**src/fpcc_pkg.sv**
```systemverilog
// Purpose: Shared constants and types for the fp context control block
// Assumes: AXI4-Lite with 32-bit data, word aligned registers
// Notes:   Bank index 1 is Secure, 0 is Non-secure
package fpcc_pkg;
  localparam logic [3:0]  OFS_CTRL   = 4'h0;
  localparam logic [3:0]  OFS_STS    = 4'h4;
  localparam logic [3:0]  OFS_MASK   = 4'h8;
  localparam int          B_AUTO_EN  = 31;
  localparam int          B_LAZY_EN  = 30;
  localparam int          B_LSLOCK   = 29;
  localparam int          B_CLRRET   = 28;
  localparam int          B_CLRLOCK  = 27;
  localparam int          B_TSEC     = 26;
  localparam int          B_UF_RDY   = 10;
  localparam int          B_SPLIM    = 9;
  localparam int          B_BF_RDY   = 6;
  localparam int          B_THREAD   = 3;
  localparam int          B_LZ_ACT   = 0;
  localparam logic        RST_AUTO_EN = 1'b1;
  localparam logic        RST_LAZY_EN = 1'b1;
  localparam logic [1:0]  RESP_OK    = 2'b00;
  localparam logic [1:0]  RESP_ERR   = 2'b10;
  localparam int          EV_SPLIM   = 0;
  localparam int          EV_CLR     = 1;
  localparam int          NEV        = 2;
  localparam logic [31:0] ZERO32     = 32'h0000_0000;

  typedef struct packed {
    logic auto_en;
    logic lazy_en;
    logic lazy_lock;
    logic clr_ret;
    logic clr_lock;
    logic tsec;
    logic uf_rdy;
    logic splim;
    logic bf_rdy;
    logic thread;
    logic lazy_act;
  } fpcc_bank_t;

  typedef struct packed {
    logic       uf_rdy;
    logic       bf_rdy;
    logic       thread;
    logic       splim;
    logic       secure;
  } fpcc_alloc_t;

  typedef struct packed {
    logic       wr_en;
    logic       wr_dbl;
    logic [4:0] wr_idx;
    logic [63:0] wr_data;
    logic       rd_dbl;
    logic [4:0] rd_idx;
  } fpcc_rf_req_t;
endpackage : fpcc_pkg

```
**src/fpcc_ctrl.sv**
```systemverilog
// Purpose: Fp context control register, lazy preservation, fp registers
// Assumes: Processor side pulses arrive on aclk, one cycle each
// Notes:   AXI bank select follows the prot non-secure bit; core side uses cur_secure and alloc_info.secure
//
// The register addresses and the AXI4-Lite interface to the registers were left to the implementer.
module fpcc_ctrl
  import fpcc_pkg::*;
#(
  parameter bit HAS_SEC = 1'b1,
  parameter int NSREG   = 32
) (
  input  wire logic                   aclk,
  input  wire logic                   aresetn,
  input  wire logic [3:0]             s_awaddr,
  input  wire logic [2:0]             s_awprot,
  input  wire logic                   s_awvalid,
  output logic                        s_awready,
  input  wire logic [31:0]            s_wdata,
  input  wire logic [3:0]             s_wstrb,
  input  wire logic                   s_wvalid,
  output logic                        s_wready,
  output logic [1:0]                  s_bresp,
  output logic                        s_bvalid,
  input  wire logic                   s_bready,
  input  wire logic [3:0]             s_araddr,
  input  wire logic [2:0]             s_arprot,
  input  wire logic                   s_arvalid,
  output logic                        s_arready,
  output logic [31:0]                 s_rdata,
  output logic [1:0]                  s_rresp,
  output logic                        s_rvalid,
  input  wire logic                   s_rready,
  input  wire logic                   fp_instr_exec,
  input  wire logic                   cur_secure,
  input  wire logic                   exc_entry,
  input  wire fpcc_pkg::fpcc_alloc_t  alloc_info,
  input  wire logic                   exc_return,
  input  wire logic                   ret_fp_frame,
  input  wire fpcc_pkg::fpcc_rf_req_t rf_req,
  output logic [63:0]                 rf_rd_data,
  output logic [31:0]                 fp_status_control,
  output logic                        context_active_flag,
  output logic                        save_pulse,
  output logic                        restore_pulse,
  output logic                        clear_pulse,
  output logic                        skip_mem,
  output logic                        irq
);
  typedef struct packed {
    logic                  awready;
    logic                  wready;
    logic                  aw_got;
    logic                  w_got;
    logic [3:0]            awaddr;
    logic                  aw_ns;
    logic [31:0]           wdata;
    logic [3:0]            wstrb;
    logic                  bvalid;
    logic [1:0]            bresp;
    logic                  arready;
    logic                  rvalid;
    logic [31:0]           rdata;
    logic [1:0]            rresp;
    fpcc_bank_t [1:0]      bank;
    logic                  ctx_act;
    logic                  lazy_bank;
    logic [NEV-1:0]        sts;
    logic [NEV-1:0]        mask;
    logic                  irq;
    logic                  save;
    logic                  restore;
    logic                  clear;
    logic                  skip;
    logic [NSREG-1:0][31:0] sreg;
    logic [31:0]           fp_stat;
    logic [63:0]           rd_data;
  } fpcc_state_t;

  fpcc_state_t st_r;
  fpcc_state_t st_nxt;

  function automatic logic [31:0] pack_bank(fpcc_bank_t b, fpcc_bank_t s);
    logic [31:0] w;
    w = ZERO32;
    w[B_AUTO_EN] = b.auto_en;
    w[B_LAZY_EN] = b.lazy_en;
    w[B_CLRRET]  = b.clr_ret;
    w[B_UF_RDY]  = b.uf_rdy;
    w[B_SPLIM]   = b.splim;
    w[B_BF_RDY]  = b.bf_rdy;
    w[B_THREAD]  = b.thread;
    w[B_LZ_ACT]  = b.lazy_act;
    if (HAS_SEC) begin
      w[B_LSLOCK]  = s.lazy_lock;
      w[B_CLRLOCK] = s.clr_lock;
      w[B_TSEC]    = s.tsec;
    end
    return w;
  endfunction : pack_bank

  always_comb begin
    logic        bi;
    logic        wsel;
    logic        ns;
    logic [31:0] wv;
    logic [NEV-1:0] ev;
    bi     = 1'b0;
    wsel   = 1'b0;
    ns     = 1'b0;
    wv     = ZERO32;
    ev     = '0;
    st_nxt = st_r;
    st_nxt.save    = 1'b0;
    st_nxt.restore = 1'b0;
    st_nxt.clear   = 1'b0;

    // Write address and data, either order
    if (s_awvalid && st_r.awready) begin
      st_nxt.aw_got  = 1'b1;
      st_nxt.awaddr  = s_awaddr;
      st_nxt.aw_ns   = s_awprot[1];
      st_nxt.awready = 1'b0;
    end
    if (s_wvalid && st_r.wready) begin
      st_nxt.w_got  = 1'b1;
      st_nxt.wdata  = s_wdata;
      st_nxt.wstrb  = s_wstrb;
      st_nxt.wready = 1'b0;
    end
    if (st_r.bvalid && s_bready) begin
      st_nxt.bvalid  = 1'b0;
      st_nxt.awready = 1'b1;
      st_nxt.wready  = 1'b1;
    end

    // Register write once both halves held
    if (st_r.aw_got && st_r.w_got && !st_r.bvalid) begin
      st_nxt.aw_got = 1'b0;
      st_nxt.w_got  = 1'b0;
      st_nxt.bvalid = 1'b1;
      st_nxt.bresp  = RESP_OK;
      ns = HAS_SEC ? st_r.aw_ns : 1'b0;
      bi = HAS_SEC ? !st_r.aw_ns : 1'b0;
      wv = st_r.wdata;
      unique case (st_r.awaddr)
        OFS_CTRL: begin
          if (st_r.wstrb[3]) begin
            st_nxt.bank[bi].auto_en = wv[B_AUTO_EN];
            if (!(ns && st_r.bank[1].lazy_lock)) begin
              st_nxt.bank[bi].lazy_en = wv[B_LAZY_EN];
            end
            if (!(ns && st_r.bank[1].clr_lock)) begin
              st_nxt.bank[bi].clr_ret = wv[B_CLRRET];
            end
            if (HAS_SEC && !ns) begin
              st_nxt.bank[1].lazy_lock = wv[B_LSLOCK];
              st_nxt.bank[1].clr_lock  = wv[B_CLRLOCK];
              st_nxt.bank[1].tsec      = wv[B_TSEC];
            end
          end
          if (st_r.wstrb[1]) begin
            st_nxt.bank[bi].uf_rdy = wv[B_UF_RDY];
            st_nxt.bank[bi].splim  = wv[B_SPLIM];
          end
          if (st_r.wstrb[0]) begin
            st_nxt.bank[bi].bf_rdy   = wv[B_BF_RDY];
            st_nxt.bank[bi].thread   = wv[B_THREAD];
            st_nxt.bank[bi].lazy_act = wv[B_LZ_ACT];
          end
        end
        OFS_STS: begin
          wsel = st_r.wstrb[0];
        end
        OFS_MASK: begin
          if (st_r.wstrb[0]) begin
            st_nxt.mask = wv[NEV-1:0];
          end
        end
        default: begin
          st_nxt.bresp = RESP_ERR;
        end
      endcase
    end

    // Read channel
    if (st_r.rvalid && s_rready) begin
      st_nxt.rvalid  = 1'b0;
      st_nxt.arready = 1'b1;
    end
    if (s_arvalid && st_r.arready) begin
      st_nxt.arready = 1'b0;
      st_nxt.rvalid  = 1'b1;
      st_nxt.rresp   = RESP_OK;
      bi = HAS_SEC ? !s_arprot[1] : 1'b0;
      unique case (s_araddr)
        OFS_CTRL: st_nxt.rdata = pack_bank(st_r.bank[bi], st_r.bank[1]);
        OFS_STS:  st_nxt.rdata = {{(32-NEV){1'b0}}, st_r.sts};
        OFS_MASK: st_nxt.rdata = {{(32-NEV){1'b0}}, st_r.mask};
        default: begin
          st_nxt.rdata = ZERO32;
          st_nxt.rresp = RESP_ERR;
        end
      endcase
    end

    // Fp instruction activity
    bi = HAS_SEC ? cur_secure : 1'b0;
    if (fp_instr_exec) begin
      if (st_r.bank[bi].auto_en) begin
        st_nxt.ctx_act = 1'b1;
      end
      if (st_r.bank[st_r.lazy_bank].lazy_act) begin
        st_nxt.bank[st_r.lazy_bank].lazy_act = 1'b0;
        st_nxt.save = !st_r.bank[st_r.lazy_bank].splim;
      end
    end

    // Frame allocation on exception entry
    if (exc_entry && st_r.ctx_act) begin
      bi = HAS_SEC ? alloc_info.secure : 1'b0;
      st_nxt.lazy_bank        = bi;
      st_nxt.bank[bi].uf_rdy  = alloc_info.uf_rdy;
      st_nxt.bank[bi].bf_rdy  = alloc_info.bf_rdy;
      st_nxt.bank[bi].thread  = alloc_info.thread;
      st_nxt.bank[bi].splim   = alloc_info.splim;
      st_nxt.skip             = alloc_info.splim;
      ev[EV_SPLIM]            = alloc_info.splim;
      if (st_r.bank[bi].lazy_en) begin
        st_nxt.bank[bi].lazy_act = 1'b1;
      end else begin
        st_nxt.save = !alloc_info.splim;
      end
      st_nxt.ctx_act = 1'b0;
    end

    // Exception return and clear of caller-saved state
    if (exc_return) begin
      bi = HAS_SEC ? cur_secure : 1'b0;
      if (st_r.ctx_act && st_r.bank[bi].clr_ret &&
          !st_r.bank[HAS_SEC ? 1 : 0].lazy_act) begin
        st_nxt.clear   = 1'b1;
        st_nxt.fp_stat = ZERO32;
        ev[EV_CLR]   = 1'b1;
        for (int i = 0; i < NSREG / 2; i++) begin
          st_nxt.sreg[i] = ZERO32;
        end
      end
      st_nxt.ctx_act = ret_fp_frame;
      st_nxt.restore = ret_fp_frame &&
                       !st_r.bank[st_r.lazy_bank].lazy_act;
    end

    // Register file, single or double view
    if (rf_req.wr_en) begin
      if (rf_req.wr_dbl) begin
        st_nxt.sreg[{rf_req.wr_idx[3:0], 1'b0}] = rf_req.wr_data[31:0];
        st_nxt.sreg[{rf_req.wr_idx[3:0], 1'b1}] = rf_req.wr_data[63:32];
      end else begin
        st_nxt.sreg[rf_req.wr_idx] = rf_req.wr_data[31:0];
      end
    end
    if (rf_req.rd_dbl) begin
      st_nxt.rd_data = {st_r.sreg[{rf_req.rd_idx[3:0], 1'b1}],
                        st_r.sreg[{rf_req.rd_idx[3:0], 1'b0}]};
    end else begin
      st_nxt.rd_data = {ZERO32, st_r.sreg[rf_req.rd_idx]};
    end

    // Sticky status, set wins over clear
    if (wsel) begin
      st_nxt.sts = st_r.sts & ~wv[NEV-1:0];
    end
    st_nxt.sts = st_nxt.sts | ev;
    st_nxt.irq = |(st_nxt.sts & st_nxt.mask);
  end

  always_ff @(posedge aclk) begin
    if (!aresetn) begin
      st_r         <= '0;
      st_r.awready <= 1'b1;
      st_r.wready  <= 1'b1;
      st_r.arready <= 1'b1;
      for (int b = 0; b < 2; b++) begin
        st_r.bank[b].auto_en <= RST_AUTO_EN;
        st_r.bank[b].lazy_en <= RST_LAZY_EN;
      end
    end else begin
      st_r <= st_nxt;
    end
  end

  assign s_awready           = st_r.awready;
  assign s_wready            = st_r.wready;
  assign s_bvalid            = st_r.bvalid;
  assign s_bresp             = st_r.bresp;
  assign s_arready           = st_r.arready;
  assign s_rvalid            = st_r.rvalid;
  assign s_rdata             = st_r.rdata;
  assign s_rresp             = st_r.rresp;
  assign rf_rd_data          = st_r.rd_data;
  assign fp_status_control   = st_r.fp_stat;
  assign context_active_flag = st_r.ctx_act;
  assign save_pulse          = st_r.save;
  assign restore_pulse       = st_r.restore;
  assign clear_pulse         = st_r.clear;
  assign skip_mem            = st_r.skip;
  assign irq                 = st_r.irq;
endmodule : fpcc_ctrl

```
**config.mk**
```make
export PLATFORM = sky130hd
export DESIGN_NAME = fpcc_ctrl
export DESIGN_NICKNAME = d
export VERILOG_FILES = /design/src/fpcc_pkg.sv /design/src/fpcc_ctrl.sv
export SDC_FILE = /design/constraint.sdc
export NUM_CORES = 2
export LEC_CHECK = 0
export BUFFER_PORTS_ARGS = -buffer_cell sky130_fd_sc_hd__buf_4
export CORE_ASPECT_RATIO = 1.5
export CORE_UTILIZATION = 50
export DETAILED_ROUTE_END_ITERATION = 16
export HOLD_SLACK_MARGIN = 0.03
export PLACE_DENSITY = 0.66
export SYNTH_ARGS = -nofsm -noshare
export SYNTH_HDL_FRONTEND = slang
export SYNTH_SLANG_ARGS = --single-unit
```
**constraint.sdc**
```tcl
create_clock -name aclk -period 2.3 [get_ports aclk]
set_input_delay 0.115 -clock aclk [delete_from_list [all_inputs] [get_ports aclk]]
set_output_delay 0.115 -clock aclk [all_outputs]
set_load 0.05 [all_outputs]
```
### Yosys cells after proc, flatten, opt, wreduce, memory -nomap -nowiden

Cells that the tools add are included.

| word-level totals | value |
|---|---|
| word-level logic and storage cells | 258 |
| flip-flop bits (word level) | 1205 |

| operators by class | value |
|---|---|
| bitwise logic cells | 5 |
| mux-type cells | 113 |
| order comparisons | 17 |
| equal/unequal tests | 4 |
| reduce and logical (&&, ||, !) cells | 40 |

Operators by type and width:

| operator | number |
|---|---|
| $bwmux 1024 | 3 |
| $mux 544 | 2 |
| $mux 1024 | 1 |
| $mux 512 | 1 |
| $mux 22 | 16 |
| $bwmux 22 | 14 |
| $bmux 32 s4 | 2 |
| $demux 32 s4 | 2 |
| $mux 32 | 7 |
| $bmux 32 s5 | 1 |
| $demux 32 s5 | 1 |
| $demux 11 s1 | 14 |
| $pmux 32 s3 | 1 |
| $mux 11 | 5 |
| $lt 5x6->1 const B | 6 |
| $mux 36 | 1 |
| $mux 10 | 3 |
| $mux 24 | 1 |
| $mux 23 | 1 |
| $mux 2 | 11 |
| $logic_and 1x1->1 | 19 |
| $mux 1 | 16 |
| $mux 4 | 4 |
| $ge 5x1->1 const B | 3 |
| other kinds (18) | 44 |

### Longest topological paths before layout

| logic depth | value |
|---|---|
| depth after elaboration | 39 |
| mapped depth | 9 |
| depth with buffers taken out | 4 |

### Worst setup path after synthesis

OpenSTA, ideal clock, no wires.

| timing path | value |
|---|---|
| path kind | reg-to-reg |
| start | register st_r, in the netlist context_active_flag |
| end | register st_r[201] (netlist name) |
| data arrival time | 2.264 ns |
| required time | 2.183 ns |
| buffers on the path | 3 |
| path slack | -0.082 ns |
| period minus slack after synthesis | 2.382 ns |
| stages on the path, launching flop included | 8 |
| path through | dfxtp_1 clkbuf_1 nand3b_1 or2_2 clkbuf_1 clkbuf_1 a311o_1 a32o_1 |

| between the ends | value |
|---|---|
| word-level cells in the longest chain between the ends | 8 |
| elaborated cells on any way between the ends | 9 |
| those cells by class | mux: 7; reduce/logical: 2 |

RTL lines:

| element | line | RTL |
|---|---|---|
| start: declaration | fpcc_ctrl.sv:79 | `fpcc_state_t st_r;` |
| start signal: assignment | fpcc_ctrl.sv:288 | `st_r <= st_nxt;` |
| $logic_and 1x1->1 * (2 in series) | fpcc_ctrl.sv:239 | `if (st_r.ctx_act && st_r.bank[bi].clr_ret &&` |
| $mux 544 * | fpcc_ctrl.sv:239 |  |
| $mux 544 * | fpcc_ctrl.sv:237 | `if (exc_return) begin` |
| $bwmux 1024 | fpcc_ctrl.sv:256 | `st_nxt.sreg[{rf_req.wr_idx[3:0], 1'b0}] = rf_req.wr_data[31:0];` |
| $bwmux 1024 | fpcc_ctrl.sv:257 | `st_nxt.sreg[{rf_req.wr_idx[3:0], 1'b1}] = rf_req.wr_data[63:32];` |
| $mux 1024 | fpcc_ctrl.sv:255 | `if (rf_req.wr_dbl) begin` |
| $mux 512 * | fpcc_ctrl.sv:254 | `if (rf_req.wr_en) begin` |

Every way passes the cells marked *; elsewhere a longest branch is shown, timed or not.
A chain may end at the register's enable or synchronous reset.

### Worst setup path in the final report

| timing path | value |
|---|---|
| start | register st_r, in the netlist context_active_flag |
| end | register st_r[1143] (netlist name) |

| between the ends | value |
|---|---|
| word-level cells in the longest chain between the ends | 2 |

RTL lines:

| element | line | RTL |
|---|---|---|
| $logic_and 1x1->1 | fpcc_ctrl.sv:219 | `if (exc_entry && st_r.ctx_act) begin` |
| $mux 24 | fpcc_ctrl.sv:219 |  |

No other way between the ends.

==> flow_summary.toml <==
[run_status]
status = "completed"

[global_routing]
grt_util_all_layers = 0.450
grt_pass1_wl_um = 435000
grt_pass1_vias = 61862
grt_overflow_total = 0
antenna_found_initial = 16
grt_max_degree = 174

[power_and_ir_drop]
p_clk_frac = 0.428
power_switching_uw = 13500
combPwrFrac = 0.134
p_sw_frac = 0.284
ir_drop_v = 0.000657
p_leak_uw = 0.0259
power.total_uw = 47400
p_int_uw = 33900
pwr-share-seq = 0.439
power_density_nw_per_um2 = 626

[floorplan]
io_pins = 287
die_w_um = 297
dieArea_um2 = 132000
rows = 161
start_util = 0.506
die_h_um = 444
core-area_um2 = 129000

[clock_network]
ctsHtreeMaxLevel = 3
cts_buffers = 117
cts_setup_buffers = 0
cts_tree = "yes"
clkLatencyLatePin_ns = 0.81
path_clk_slew_ns = 0.07
root_buffer = "clkbuf_16"
clock_sinks = 1159
clockBufferDepth = 3

[sta]
finalMaxSlewViolations = 0
fin_skew_ns = 0.0491
setup_tns_ns = 0
finalHoldViolCount = 0
hold_slack_ns = 0.110
fmax_mhz = 440
slew-limit-headroom = 0.395
rsz0062_at_grt = "true"
fin_crit_ns = 2.27
min_period_over_period = 0.987
setup_viol_count_final = 0
tightest_slew_ns = 0.908

[cells_and_area]
top_register = "st_r"
design_area_um2 = 75700
nFillCells = 10940
instances_no_fill = 8723
fin_nets = 7043
layout-drive-gt1-share = 0.221
syn_to_final_growth_pct = 16.1
largest_reg_flops = 1070

[yosys]
synth_area_per_cell_um2 = 9.40
synth_top_area_share = 0.356
ys_ff_latch = 1159
synth_top_area_cell = "dfxtp_1"
yosys_warnings = 0
synth_cell_types = 80
synthArstFlopShare = 0
synth.most_common_cell = "dfxtp_1"
synthCells = 6935
ys_seq_area_frac = 0.356
synth.top_cells.by_count = "dfxtp_1, nand2_1, clkbuf_1"
synth.cell_area_um2 = 65200
ys.flop_type = "dfxtp_1"
synth_edf_count = 0
synthTopCellsByArea = "dfxtp_1, mux4_2, a21oi_1, nand2_1, clkbuf_1"

[hold_path]
hold_path.class = "input port to flip-flop"

[placement]
dpl.hpwl_um = 188000
dp_cells = 8351
dpl-instance-area_um2 = 70300
gp_congestion = 0.997
portBuffers = 207

[critical_path]
crit_path_start_kind = "flip-flop"
critPathSlowestCell = "dlygate4sd3_1"
slowest_delay_ns = 0.58
cp-end-kind = "flip-flop"
cp_max_fo = 9
cp.required_ns = 2.99
critPathKind = "flip-flop to flip-flop"
critical_path_arrival_ns = 2.96
cp_common_cell = "dlygate4sd3_1"
timing.critical_path.buf_inv = 2
crit_path_cell_trace = "nand3_1 > nor2_1 > dlygate4sd3_1 > a211oi_1 > dlygate4sd3_1"
critPathTopFamily = "buffers and inverters"

[routing]
wl_per_cell_um = 35.0
drt_iter0_drc = 10608
drt-pass1-iter-count = 7
ant_nets = 0
drc_errors = 0
vias = 65507
routed_via_density = 7.51
wl_um = 306000

[run]
maxCapViolCount = 0
-- power by group through the flow --
stage                     Clock [uW]  Sequential [uW]  Combinational (uW)
after floorplan                    0            21100                3630
after global placement             0            21200                5790
after detailed placement           0            21200                5860
after CTS                      20100            20700                6070
after global routing           20900            20800                6460
final                          20300            20800                6330
-- final timing paths --
kind / cells past startpoint / to / start / slack (ns)
worst min-delay path: 4 / st_r[1193] / s_wstrb[1] / 0.11
worst max-delay path: 5 / st_r[1143] / context_active_flag / 0.03
worst max register to register: 5 / st_r[1143] / context_active_flag / 0.03
worst min register to register: 2 / st_r[1225] / st_r[1225] / 0.46
-- metrics by stage --
| step | utilization | setup slack, ns |
|---|---|---|
| 2_1_floorplan | - | 0.0743 |
| 3_3_place_gp | 0.546 | -0.0375 |
| 3_5_place_dp | 0.546 | -0.0485 |
| 4_1_cts | 0.587 | 0.0216 |
| 5_1_grt | 0.588 | -0.000371 |
| 6_report | 0.588 | 0.0293 |
-- layer usage --
metal / vias up / track usage / routed length [um]
met1: 31816 / 0.528 / 101000
li1: 26228 / - / -
met4: 10 / 0.390 / 31300
met2: 5814 / 0.659 / 130000
met5: - / 0 / 62
met3: 1639 / 0.152 / 43700
-- area by class of cell --
cell class / instances / area (um^2) / area share
inverter: 15 / 78.8 / 0.00104
clock buffer: 170 / 3490 / 0.0461
multi-input combinational: 4813 / 38100 / 0.503
clock inverter: 48 / 474 / 0.00627
timing repair buffer: 793 / 8180 / 0.108
antenna: 14 / 35.0 / 0.000463
tap: 1711 / 2140 / 0.0283
sequential: 1159 / 23200 / 0.307
-- logic make-up after synthesis --
group | synth area share
AO/OA/AOI/OAI | 0.207
multiplexers | 0.214
buffers and inverters | 0.0710
other | 0.0000576
flip-flops | 0.356
AND/OR/NAND/NOR | 0.151
-- worst min-delay path: cells and delay by family --
kind / cells / cell delay [ns]
buffers and inverters: 2 / 0.62
AOI/OAI and AO/OA: 1 / 0.11
and+or+nand+nor: 1 / 0.04
-- cell usage in the layout (no fill, tap or decap), types with 26 or more instances in the layout --
| cell type | Yosys | final |
|---|---|---|
| buf_4 | 145 | 500 |
| a21oi_1 | 581 | 581 |
| o211ai_1 | 61 | 61 |
| mux4_2 | 551 | 551 |
| o21ai_0 | 262 | 262 |
| a21boi_0 | 159 | 159 |
| clkinv_2 | 0 | 27 |
| nand3_1 | 326 | 325 |
| nand2_1 | 631 | 628 |
| conb_1 | 1 | 54 |
| mux2i_1 | 128 | 127 |
| nor3b_1 | 28 | 28 |
| o32ai_1 | 51 | 51 |
| nand3b_1 | 35 | 35 |
| and2_1 | 44 | 43 |
| o21a_1 | 164 | 161 |
| nor2_1 | 213 | 204 |
| a22oi_1 | 46 | 42 |
| clkbuf_16 | 0 | 119 |
| a221oi_1 | 215 | 215 |
| and3_1 | 164 | 164 |
| clkbuf_8 | 0 | 32 |
| a311oi_1 | 36 | 36 |
| a311o_1 | 26 | 26 |
| o22ai_1 | 282 | 274 |
| dfxtp_1 | 1159 | 1158 |
| buf_12 | 0 | 147 |
| nor3_1 | 456 | 455 |
| dlygate4sd3_1 | 0 | 140 |
-- timing repair --
| action | CTS | global route |
|---|---|---|
| hold buffers | 140 | 0 |
| resized for setup | 0 | 5 |
| endpoints found under the setup margin | 0 | 3 |
| hold endpoints to repair | 804 | 0 |
Note: power is estimated with default switching activity, not from simulation.
